### config.mk
export PLATFORM = sky130hd
export DESIGN_NAME = uimb_mask_bank
export DESIGN_NICKNAME = d
export VERILOG_FILES = /design/src/rtl/uimb_pkg.sv /design/src/rtl/uimb_gate_if.sv /design/src/rtl/uimb_gate.sv /design/src/rtl/uimb_mask_bank.sv
export VERILOG_INCLUDE_DIRS = /design/src /design/src/rtl
export SDC_FILE = /design/constraint.sdc
export NUM_CORES = 1
export LEC_CHECK = 0
export BUFFER_PORTS_ARGS = -buffer_cell sky130_fd_sc_hd__clkbuf_2
export CELL_PAD_IN_SITES_DETAIL_PLACEMENT = 1
export CELL_PAD_IN_SITES_GLOBAL_PLACEMENT = 2
export CORE_UTILIZATION = 21
export DETAILED_ROUTE_END_ITERATION = 8
export PLACE_DENSITY_LB_ADDON = 0.1
export SLEW_MARGIN = 20
export SYNTH_ARGS = -nofsm -noshare
export SYNTH_HDL_FRONTEND = slang
export SYNTH_SLANG_ARGS = --single-unit
### constraint.sdc
create_clock -name pclk -period 2.3 [get_ports pclk]
set_clock_uncertainty 0.15 [all_clocks]
set_input_delay 0.115 -clock pclk [delete_from_list [all_inputs] [get_ports pclk]]
set_output_delay 0.115 -clock pclk [all_outputs]
set_load 0.02 [all_outputs]
### src/rtl/uimb_defines.svh
`ifndef UIMB_DEFINES_SVH
`define UIMB_DEFINES_SVH

// register byte addresses
`define UIMB_ADDR_MASK        12'h038
`define UIMB_ADDR_RAW         12'h03C
`define UIMB_ADDR_MASKED      12'h040

// field positions in the mask, raw and masked words
`define UIMB_BIT_RX           4
`define UIMB_BIT_TX           5
`define UIMB_BIT_RT           6
`define UIMB_BIT_FE           7
`define UIMB_BIT_PE           8
`define UIMB_BIT_BE           9
`define UIMB_BIT_OE           10
`define UIMB_SRC_LSB          4
`define UIMB_SRC_MSB          10

// reset value of the writable mask field
`define UIMB_MASK_RESET       7'h00
// reserved low field reads as this
`define UIMB_RSVD_LOW_VALUE   4'h0

`endif

### src/rtl/uimb_pkg.sv
package uimb_pkg;
    typedef logic [6:0]  uimb_src_t;
    typedef logic [31:0] uimb_word_t;
    typedef logic [11:0] uimb_addr_t;
    typedef enum logic [1:0] {
        UIMB_SEL_MASK,
        UIMB_SEL_RAW,
        UIMB_SEL_MASKED,
        UIMB_SEL_NONE
    } uimb_sel_t;
endpackage

### src/rtl/uimb_gate_if.sv
`timescale 1ns/1ps
interface uimb_gate_if;
    import uimb_pkg::*;
    uimb_src_t raw;
    uimb_src_t mask;
    uimb_src_t masked;
    logic      irq;
    modport ctrl (output raw, output mask, input masked, input irq);
    modport gate (input raw, input mask, output masked, output irq);
endinterface

### src/rtl/uimb_gate.sv
`timescale 1ns/1ps
module uimb_gate
    import uimb_pkg::*;
(
    uimb_gate_if.gate g
);
    // per-source and, then one or line
    assign g.masked = g.raw & g.mask;
    assign g.irq    = |g.masked;
endmodule // uimb_gate

### src/rtl/uimb_mask_bank.sv
// Overview of operation
// break-error mask, bit 9, r/w, reset 0
// parity-error mask, bit 8, r/w, reset 0
// framing-error mask, bit 7, reset 0
// receive-timeout mask, bit 6, r/w, reset 0
// transmit mask, bit 5, r/w, reset 0
// receive mask, bit 4, r/w, reset 0
// bits 3:0 reserved, read zero
// clear mask blocks its raw interrupt
// overrun-error mask, bit 10, r/w, reset 0
// or of each raw bit anded with mask
//
// Local design decisions: the APB register port and the register offsets.
`timescale 1ns/1ps
`include "uimb_defines.svh"
module uimb_mask_bank (
    input  wire logic                pclk,
    input  wire logic                presetn,
    input  wire logic                psel,
    input  wire logic                penable,
    input  wire logic                pwrite,
    input  wire uimb_pkg::uimb_addr_t paddr,
    input  wire uimb_pkg::uimb_word_t pwdata,
    output      uimb_pkg::uimb_word_t prdata,
    output logic                     pready,
    output logic                     pslverr,
    input  wire uimb_pkg::uimb_src_t  raw_irq,
    output      uimb_pkg::uimb_src_t  masked_irq,
    output logic                     uart_irq
);
    import uimb_pkg::*;

    uimb_src_t  mask_ff;
    uimb_src_t  nxt_mask;
    uimb_word_t prdata_ff;
    uimb_word_t nxt_prdata;
    uimb_src_t  masked_ff;
    logic       irq_ff;
    logic       err_ff;
    logic       nxt_err;
    uimb_sel_t  sel;
    logic       setup;
    uimb_gate_if gi ();

    function automatic uimb_sel_t decode(input uimb_addr_t a);
        unique case (a)
            `UIMB_ADDR_MASK:   decode = UIMB_SEL_MASK;
            `UIMB_ADDR_RAW:    decode = UIMB_SEL_RAW;
            `UIMB_ADDR_MASKED: decode = UIMB_SEL_MASKED;
            default:           decode = UIMB_SEL_NONE;
        endcase
    endfunction

    function automatic uimb_word_t place(input uimb_src_t v);
        // reserved fields above and below read zero
        place = {21'h000000, v, `UIMB_RSVD_LOW_VALUE};
    endfunction

    assign gi.raw  = raw_irq;
    assign gi.mask = mask_ff;
    uimb_gate u_gate (.g(gi.gate));

    // no wait states: read data fetched in setup
    assign setup   = psel & ~penable;
    assign sel     = decode(paddr);
    assign pready  = 1'b1;
    assign pslverr = err_ff;
    assign prdata  = prdata_ff;
    assign masked_irq = masked_ff;
    assign uart_irq   = irq_ff;

    always_comb begin
        nxt_mask   = mask_ff;
        nxt_prdata = prdata_ff;
        nxt_err    = err_ff;
        if (psel & penable & pwrite & (sel == UIMB_SEL_MASK)) begin
            // all seven mask bits, reserved bits dropped
            nxt_mask = pwdata[`UIMB_SRC_MSB:`UIMB_SRC_LSB];
        end
        if (setup) begin
            nxt_err = (sel == UIMB_SEL_NONE);
            unique case (sel)
                UIMB_SEL_MASK:   nxt_prdata = place(mask_ff);
                UIMB_SEL_RAW:    nxt_prdata = place(raw_irq);
                UIMB_SEL_MASKED: nxt_prdata = place(gi.masked);
                UIMB_SEL_NONE:   nxt_prdata = 32'h00000000;
            endcase
            if (pwrite) begin
                nxt_prdata = 32'h00000000;
            end
        end
    end

    always_ff @(posedge pclk or negedge presetn) begin
        if (!presetn) begin
            mask_ff   <= `UIMB_MASK_RESET;
            prdata_ff <= 32'h00000000;
            err_ff    <= 1'b0;
            masked_ff <= 7'h00;
            irq_ff    <= 1'b0;
        end else begin
            mask_ff   <= nxt_mask;
            prdata_ff <= nxt_prdata;
            err_ff    <= nxt_err;
            masked_ff <= gi.masked;
            irq_ff    <= gi.irq;
        end
    end

    property p_mask_write;
        @(posedge pclk) disable iff (!presetn)
        (psel && penable && pwrite && paddr == `UIMB_ADDR_MASK)
        |=> (mask_ff == $past(pwdata[10:4]));
    endproperty
    a_mask_write: assert property (p_mask_write)
        else $error("mask write not stored");

    property p_mask_hold;
        @(posedge pclk) disable iff (!presetn)
        !(psel && penable && pwrite && paddr == `UIMB_ADDR_MASK)
        |=> $stable(mask_ff);
    endproperty
    a_mask_hold: assert property (p_mask_hold)
        else $error("mask changed without write");

    property p_read_back;
        @(posedge pclk) disable iff (!presetn)
        (psel && !penable && !pwrite && paddr == `UIMB_ADDR_MASK)
        |=> (prdata[10:4] == $past(mask_ff));
    endproperty
    a_read_back: assert property (p_read_back)
        else $error("mask readback wrong");

    property p_rsvd_zero;
        @(posedge pclk) disable iff (!presetn)
        (prdata[3:0] == 4'h0) && (prdata[31:11] == 21'h000000);
    endproperty
    a_rsvd_zero: assert property (p_rsvd_zero)
        else $error("reserved bits not zero");

    property p_block;
        @(posedge pclk) disable iff (!presetn)
        (mask_ff == 7'h00) |=> !uart_irq;
    endproperty
    a_block: assert property (p_block)
        else $error("irq with all masks clear");

    property p_overrun;
        @(posedge pclk) disable iff (!presetn)
        (raw_irq[6] && mask_ff[6]) |=> uart_irq && masked_irq[6];
    endproperty
    a_overrun: assert property (p_overrun)
        else $error("overrun not forwarded");

    property p_and_or;
        @(posedge pclk) disable iff (!presetn)
        1'b1 |=> (masked_irq == $past(raw_irq & mask_ff))
            && (uart_irq == |$past(raw_irq & mask_ff));
    endproperty
    a_and_or: assert property (p_and_or)
        else $error("masked request mismatch");

    property p_rx_tx;
        @(posedge pclk) disable iff (!presetn)
        (raw_irq[1:0] != 2'b00 && mask_ff[1:0] == 2'b00
            && raw_irq[6:2] == 5'h00) |=> !uart_irq;
    endproperty
    a_rx_tx: assert property (p_rx_tx)
        else $error("unmasked rx or tx leaked");

    property p_break_fwd;
        @(posedge pclk) disable iff (!presetn)
        (raw_irq[5] && mask_ff[5])
        |=> uart_irq && masked_irq[5];
    endproperty
    a_break_fwd: assert property (p_break_fwd)
        else $error("break error not forwarded");

    property p_parity_fwd;
        @(posedge pclk) disable iff (!presetn)
        (raw_irq[4] && mask_ff[4])
        |=> uart_irq && masked_irq[4];
    endproperty
    a_parity_fwd: assert property (p_parity_fwd)
        else $error("parity error not forwarded");

    property p_framing_fwd;
        @(posedge pclk) disable iff (!presetn)
        (raw_irq[3] && mask_ff[3])
        |=> uart_irq && masked_irq[3];
    endproperty
    a_framing_fwd: assert property (p_framing_fwd)
        else $error("framing error not forwarded");

    property p_timeout_fwd;
        @(posedge pclk) disable iff (!presetn)
        (raw_irq[2] && mask_ff[2])
        |=> uart_irq && masked_irq[2];
    endproperty
    a_timeout_fwd: assert property (p_timeout_fwd)
        else $error("receive timeout not forwarded");

    property p_transmit_fwd;
        @(posedge pclk) disable iff (!presetn)
        (raw_irq[1] && mask_ff[1])
        |=> uart_irq && masked_irq[1];
    endproperty
    a_transmit_fwd: assert property (p_transmit_fwd)
        else $error("transmit request not forwarded");

    property p_receive_fwd;
        @(posedge pclk) disable iff (!presetn)
        (raw_irq[0] && mask_ff[0])
        |=> uart_irq && masked_irq[0];
    endproperty
    a_receive_fwd: assert property (p_receive_fwd)
        else $error("receive request not forwarded");

    property p_block_each;
        @(posedge pclk) disable iff (!presetn)
        1'b1
        |=> ((masked_irq & ~$past(mask_ff)) == 7'h00);
    endproperty
    a_block_each: assert property (p_block_each)
        else $error("masked source with clear mask");

    property p_reset_clear;
        @(posedge pclk)
        !presetn |=> (mask_ff == `UIMB_MASK_RESET) && !uart_irq
            && (masked_irq == 7'h00) && (prdata == 32'h00000000);
    endproperty
    a_reset_clear: assert property (p_reset_clear)
        else $error("state not cleared by reset");

endmodule // uimb_mask_bank

==> results.md, run 1 <==
- Status: finished, final reports clean
- Filler cells: 700
- Antenna violations before repair: 0
- Distinct cells, synth: 26
- Nature of the critical path startpoint: input port
- Antenna-violating nets left: 0
- Reg clk slew, reported paths: about 90 ps
- Part of the power in registers: 0.526
- Most frequent cells in the layout: 46 x clkbuf_2, 26 x conb_1, 23 x dfrtp_1
- Critical Path Sink Type: register
- Largest net degree at the start of global routing: 24
- TritonCTS Buffers: 3
- Clock Tree Root: clkbuf_8
- Share of cells above drive strength 1: 0.367
- Post-Route WL: 3360 microns
- 1st-pass router iterations: 4
- Clock Power Share: 0.326
- Setup Crit Path Kind: input port to register
- Final GP Congestion: just under 0.7
- DR vias: approximately 1100
- Total negative setup slack: 0 ps
- Max cap viols: 0
- CTS tree: built
- Mapped Cells: approximately 120
- Crit path max-delay family: simple AND/OR/NAND/NOR gates
- Hold WC Path Type: input port to register
- Post-synth top area share: 0.451
- Area occupied by multi-input gates: roughly 560 sq um
- Worst Max-Slew Pin Slew: about 600 ps
- Top cell type by total area after synthesis: dfrtp_1
- DRC: 0
- Post-CTS setup repair buffer count: 0
- Most used cell, CP: or4_1
- IO Pins: slightly below 100
- Max Transition Viols Final: 0
- Commonest non-fill, non-tap cell in the layout: clkbuf_2
- GRT Overall Usage: 0.112
- Total power draw: just under 0.0008 W
- Required @ worst endpoint: around 2300 ps
- Crit path cell chain: dlygate4sd3_1 > clkbuf_2 > and2_1 > or4_1 > or4_1
- Clock tree sinks: 23
- Peak VDD IR: between 0.15 and 0.2 mV
- Number of buffers inserted by port buffering: 46
- Final period util: 0.826
- H-tree depth: 1
- Initial Util: 0.217
- Max_slew headroom: 0.601
- Yosys Warn Count: 0
- DR vias/cell: between 4 and 5
- Grt total ovfl: 0
- Pwr dens: approximately 450 mW/mm^2
- Final HPWL DP: ~2600 microns
- Fmax: 526 MHz
- Mean Syn Cell Area: 10.4 sq um
- Post-Syn Area: 0.00128 sq mm
- WP buf/inv: 2
- Slowest-stage cell, CP: dlygate4sd3_1
- Detailed Route Iter0 Violations: 42
- Number of synthesized register bits: 23
- Die height: 80.0 microns
- Seq/Total Area, Yosys: 0.451
- Switch share: 0.266
- Worst skew pair latency: roughly 260 ps
- Die extent in x: 80.0 microns
- Diode count: 0
- Global-route wire length before repair: between 5000 and 6000 microns
- Top cells by area, synth: dfrtp_1 45%, buf_4 15%, mux2_2 7.1%
- Max FO, Critical Path: 3
- LEAKAGE: 0.889 nW
- Vias in the first global route: between 1000 and 1500
- Final Hold Vio Count: 0
- Core area: slightly below 0.006 sq mm
- Slowest cell delay on critical path: 540 ps
- Area Growth Syn to Fin: 34.7%
- Cell-internal power: approximately 0.00056 W
- Die area: roughly 0.0064 sq mm
- FF/Latch Area: roughly 580 sq um
- Setup Viol. Count Final: 0
- Combinational share of power: 0.148
- Cell Rows: 28
- Clock Tree Buf Depth: 2
- NetSw: between 0.0002 and 0.00025 W
- Crit path time final: around 1900 ps
- Nets: between 200 and 250
- Unrepaired setup endpoints after global routing: false
- Wirelength per Cell: between 10 and 15 microns
- Data arrival, critical path: roughly 1900 ps
-- final cells by class --
type | count | share of cell area
multi-input combinational | 89 | 0.327
clock inverter | 1 | 0.00291
inverter | 5 | 0.0109
sequential | 23 | 0.335
clock buffer | 3 | 0.0240
tap | 75 | 0.0545
timing repair buffer | 67 | 0.246
-- Yosys cell counts --
| library cell | instances |
|---|---|
| a31oi_1 | 3 |
| or4_4 | 1 |
| and2_1 | 12 |
| nand2_1 | 2 |
| nor2_1 | 3 |
| nand2b_1 | 1 |
| nand4_1 | 4 |
| nor4_1 | 1 |
| or4_1 | 2 |
| nand4b_1 | 1 |
| nand3_1 | 7 |
| a41oi_1 | 3 |
| conb_1 | 2 |
| nor4_4 | 1 |
| nor4bb_1 | 1 |
| nor3_1 | 2 |
| mux2_2 | 8 |
| buf_4 | 26 |
| inv_1 | 5 |
| a32oi_1 | 4 |
| clkbuf_1 | 4 |
| dfrtp_1 | 23 |
| o21ai_0 | 4 |
| nor3b_4 | 1 |
| o211ai_1 | 1 |
| or2_2 | 1 |
-- through the flow --
step,cells,util,setup slack (ps),cell area [sq um],hold slack [ps]
6_report,263,0.292,400,1720,24.2
5_1_grt,263,0.292,368,1720,28.0
4_1_cts,263,0.292,405,1720,12.8
3_5_place_dp,245,0.261,191,1530,4.72
3_3_place_gp,245,0.261,226,1530,-0.938
2_1_floorplan,147,-,275,1370,-331
-- timing repair --
action,CTS,global route
gates resized for setup,0,0
hold buffers,14,0
endpoints found under the hold margin,40,0
-- sequential cells by signal, summed over array words and instances, names as in the netlist --
signal	flops
prdata	7
uart_irq	1
gi.mask	7
pslverr	1
masked_irq	7
-- worst reg2reg max path, delay by kind of cell, from the launching register on --
kind | cells | cell delay [ps]
and+or+nand+nor | 3 | 1130
DFF | 1 | 390
-- routing by layer --
| layer | vias to the layer above | wire length, microns | GRT usage |
|---|---|---|---|
| li1 | 509 | - | - |
| met1 | 516 | 1450 | 0.137 |
| met2 | 39 | 1710 | 0.203 |
| met3 | 2 | 175 | 0.0160 |
| met4 | 0 | 17 | 0.0321 |
| met5 | - | 0 | 0 |
-- kinds of logic after synthesis --
logic type | synth area share
AOI/OAI and AO/OA | 0.0842
and+or+nand+nor | 0.210
buffers and inverters | 0.179
muxes | 0.0705
other | 0.00588
DFF | 0.451
-- path summary, 6_finish.rpt --
kind                            start         end  slack (ps)  depth (start not counted)
hold reg to reg               pslverr     pslverr         360                          1
setup / recovery           raw_irq[2]    uart_irq         400                          5
min in group asynchronous     presetn  gi.mask[2]         250                          2
setup reg to reg           gi.mask[3]    uart_irq         500                          3
hold / removal             raw_irq[3]   prdata[7]          20                          3
max in group asynchronous     presetn     pslverr        1360                          2
-- power by group through the flow --
stage / clock network (W) / logic [W] / registers, W
2_1_floorplan: 0 / 0.0000845 / 0.000413
3_3_place_gp: 0 / 0.0000952 / 0.000413
3_5_place_dp: 0 / 0.0000963 / 0.000413
4_1_cts: 0.000269 / 0.000115 / 0.000405
5_1_grt: 0.000285 / 0.000125 / 0.000405
6_report: 0.000251 / 0.000114 / 0.000404
No activity file was read; power rests on OpenSTA's default activity.
==> run 2, diff against run 1 <==
ABC_AREA = 1   (was not set)
clock period = 1.85 ns   (was 2.3 ns; I/O delays follow)
==> run 2 against run 1 <==
Compared with the run above:
- combinational power increased by 52%
- critical path depth increased by 1
- total power increased by 30%
- area after synthesis increased by 17%
- non-clock buffer count decreased by 3
- sequential share of layout area decreased by 3.3 points
==> results.md, run 2 <==
- FF/Latch Area: 576 sq um (unchanged)
- Fin util: 0.279 (-0.0130)
- Nature of the critical path startpoint: input port
- Max cap viols: 0 (unchanged)
- Crit path from: penable
- Post-synth top area share: 0.387 (-0.0640)
- Most common cell in the synthesized netlist: nand2_1
- Most frequent cells in the layout: 53 x nand2_1, 46 x clkbuf_2, 29 x inv_1
- Final HPWL DP: 2870 microns (+12%)
- LEAKAGE: 1.12 nW (+26%)
- Max Transition Viols Final: 0 (unchanged)
- Final period util: 0.786
- Worst skew pair latency: 260 ps (about the same)
- Hold Path Origin: psel
- Peak VDD IR: 0.191 mV (+8.7%)
- Vias in the first global route: 1302 (+16%)
- DR vias/cell: 3.74 (-7.8%)
- Post-Syn Area: 0.00149 sq mm (+17%)
- DR vias: 1301 (+22%)
- Setup ws final: 395 ps (-4.13 ps)
- Setup Viol. Count Final: 0 (unchanged)
- Antenna-violating nets left: 0 (unchanged)
- Crit path cell chain: dlygate4sd3_1 > clkbuf_2 > and3_1 > nand4_4 > nand2_1 > o21ai_2
- Initial Util: 0.218 (+0.000899)
- Slowest-stage cell, CP: dlygate4sd3_1
- Die height: 86.2 microns (+7.8%)
- Crit path time final: ~1500 ps
- Busiest grt layer: met2
- Yosys Warn Count: 0 (unchanged)
- Setup Crit Path Kind: input port to register
- Grt met1 use: 0.150 (+0.0122)
- Grt total ovfl: 0 (unchanged)
- Mean Syn Cell Area: 7.84 sq um (-25%)
- IO Pins: 98 (unchanged)
- Area Growth Syn to Fin: 28.2%
- WP buf/inv: 2 (unchanged)
- Number of synthesized register bits: 23 (unchanged)
- Clock tree sinks: 23 (unchanged)
- Top FF cell, synth: dfrtp_1
- Worst Max-Slew Pin Slew: 587 ps (-10.9 ps)
- Core area: 0.00683 sq mm (+16%)
- Crit path max-delay family: simple AND/OR/NAND/NOR gates
- Hold WC Path Type: input port to register
- Top cell type by total area after synthesis: dfrtp_1
- Unrepaired setup endpoints after global routing: false
- H-tree depth: 1 (unchanged)
- Post-Route WL: 3780 microns (+13%)
- Filler cells: 859 (+23%)
- Total power draw: 0.000998 W (+30%)
- Commonest non-fill, non-tap cell in the layout: nand2_1
- Number of synthesized flops with an enable pin: 0 (unchanged)
- Data arrival, critical path: 1460 ps (-430 ps)
- DRC: 0 (unchanged)
- Total negative setup slack: 0 ps (unchanged)
- Area occupied by multi-input gates: 633 sq um (+12%)
- Status: finished, final reports clean
- Clock Tree Root: clkbuf_8
- Fmax: roughly 690 MHz
- Final Hold Vio Count: 0 (unchanged)
- Die extent in x: 86.2 microns (+7.8%)
- Max_slew headroom: 0.609 (+0.00730)
- Wirelength per Cell: 10.9 microns (-15%)
- Distinct cells, synth: 21 (-19%)
- Largest net degree at the start of global routing: 24 (unchanged)
- Mapped Cells: 190 (+54%)
- Synth cell count leaders: 53 x nand2_1, 29 x inv_1, 26 x buf_4
- GRT met2 Usage: 0.188 (-0.0143)
- TritonCTS Buffers: 3 (unchanged)
- Required @ worst endpoint: 1860 ps (-430 ps)
- Design Area, Final: 0.00191 sq mm (+11%)
- Cell Rows: 30 (+7.1%)
- Worst slack at placement: 336 ps (+145 ps)
- Top cells by area, synth: dfrtp_1 39%, nand2_1 13%, buf_4 13%
- 1st-pass router iterations: 4 (unchanged)
- Antenna violations before repair: 0 (unchanged)
- R2R Path Start: gi.mask[4]
- Post-CTS sizing: 0 (unchanged)
- Global-route wire length before repair: 6470 microns (+19%)
- Clock Tree Buf Depth: 2 (unchanged)
- GRT Overall Usage: 0.112 (-0.000309)
- Number of buffers inserted by port buffering: 46 (unchanged)
- Nets: 309 (+26%)
- Max FO, Critical Path: 14 (+11)
- Detailed Route Iter0 Violations: 79 (+88%)
- DP Area: 0.00170 sq mm (+11%)
- Critical Path Sink Type: register
- CTS tree: built
- Diode count: 0 (unchanged)
- Pwr dens: 523 mW/mm^2 (+17%)
- Asr flop ratio synth: 1.00 (unchanged)
- Slowest cell delay on critical path: 520 ps (-20 ps)
- Reg clk slew, reported paths: 80 ps (about the same)
- Final GP Congestion: 0.687 (-0.59%)
- Die area: 0.00743 sq mm (+16%)
- Grt met3 use: 0.0133 (-0.00267)
- Seq/Total Area, Yosys: 0.387 (-0.0640)
- Share of cells above drive strength 1: 0.286 (-0.0813)
[run 2: cell types whose count changed in the layout (fill, tap and decap cells not counted), sizes merged, moves of 3 or more]
| cell | before | now |
|---|---|---|
| o21ai | 4 | 7 |
| nor2 | 3 | 9 |
| buf | 7 | 2 |
| nand2 | 2 | 56 |
| a31oi | 3 | 0 |
| and2 | 12 | 0 |
| a41oi | 3 | 0 |
| o211ai | 1 | 7 |
| mux2 | 8 | 0 |
| nand4 | 4 | 9 |
| inv | 5 | 34 |
| a32oi | 4 | 0 |
| or4 | 3 | 0 |
[run 2: logic make-up after synthesis]
kind of cell	synth area share
compound gates	0.0765
other cells	0.00504
flops	0.387
simple gates	0.283
buf+inv	0.249
[run 2: final timing paths]
kind                            slack, ps            end  cells after the start
max in group asynchronous             960  masked_irq[5]                      2
worst max register to register        510       uart_irq                      4
worst max-delay path                  400     gi.mask[3]                      6
min in group asynchronous             200        pslverr                      2
worst min-delay path                   10        pslverr                      5
worst min register to register        330      prdata[5]                      2
[run 2: metrics by stage]
stage / hold WS, ps / std cells
detailed placement: -22.8 / 328
global route: 36.6 / 348
global placement: -14.3 / 328
CTS: 12.5 / 348
finish: 11.7 / 348
floorplan: -353 / 214
[run 2: routing by layer]
layer  vias to the layer above  share of wire
li1                        658              -
met1                       598           0.46
met2                        41           0.48
met3                         4          0.051
met4                         0          0.012
met5                         -              0
[run 2: layout make-up]
cell class | instances | area share
Clock buffer | 3 | 0.0216
Clock inverter | 1 | 0.00262
Inverter | 34 | 0.0669
Multi-Input combinational cell | 127 | 0.332
Sequential cell | 23 | 0.302
Tap cell | 96 | 0.0630
Timing Repair Buffer | 64 | 0.212
[run 2: what timing repair did]
item | in CTS | in global routing
hold endpoints to repair | 39 | 0
buffers inserted | 0 | 0
hold buffers | 16 | 0
[run 2: worst min-delay path, stage by stage]
cell and delay (ps):
clkbuf_2 90, inv_1 40, nor2_1 50, nand3_1 80
nand2_1 40
[run 2: power breakdown]
part           switching (W)  total [W]  internal [W]
clock network       0.000168   0.000319      0.000150
registers         0.00000153   0.000507      0.000505
logic               0.000114   0.000173     0.0000584
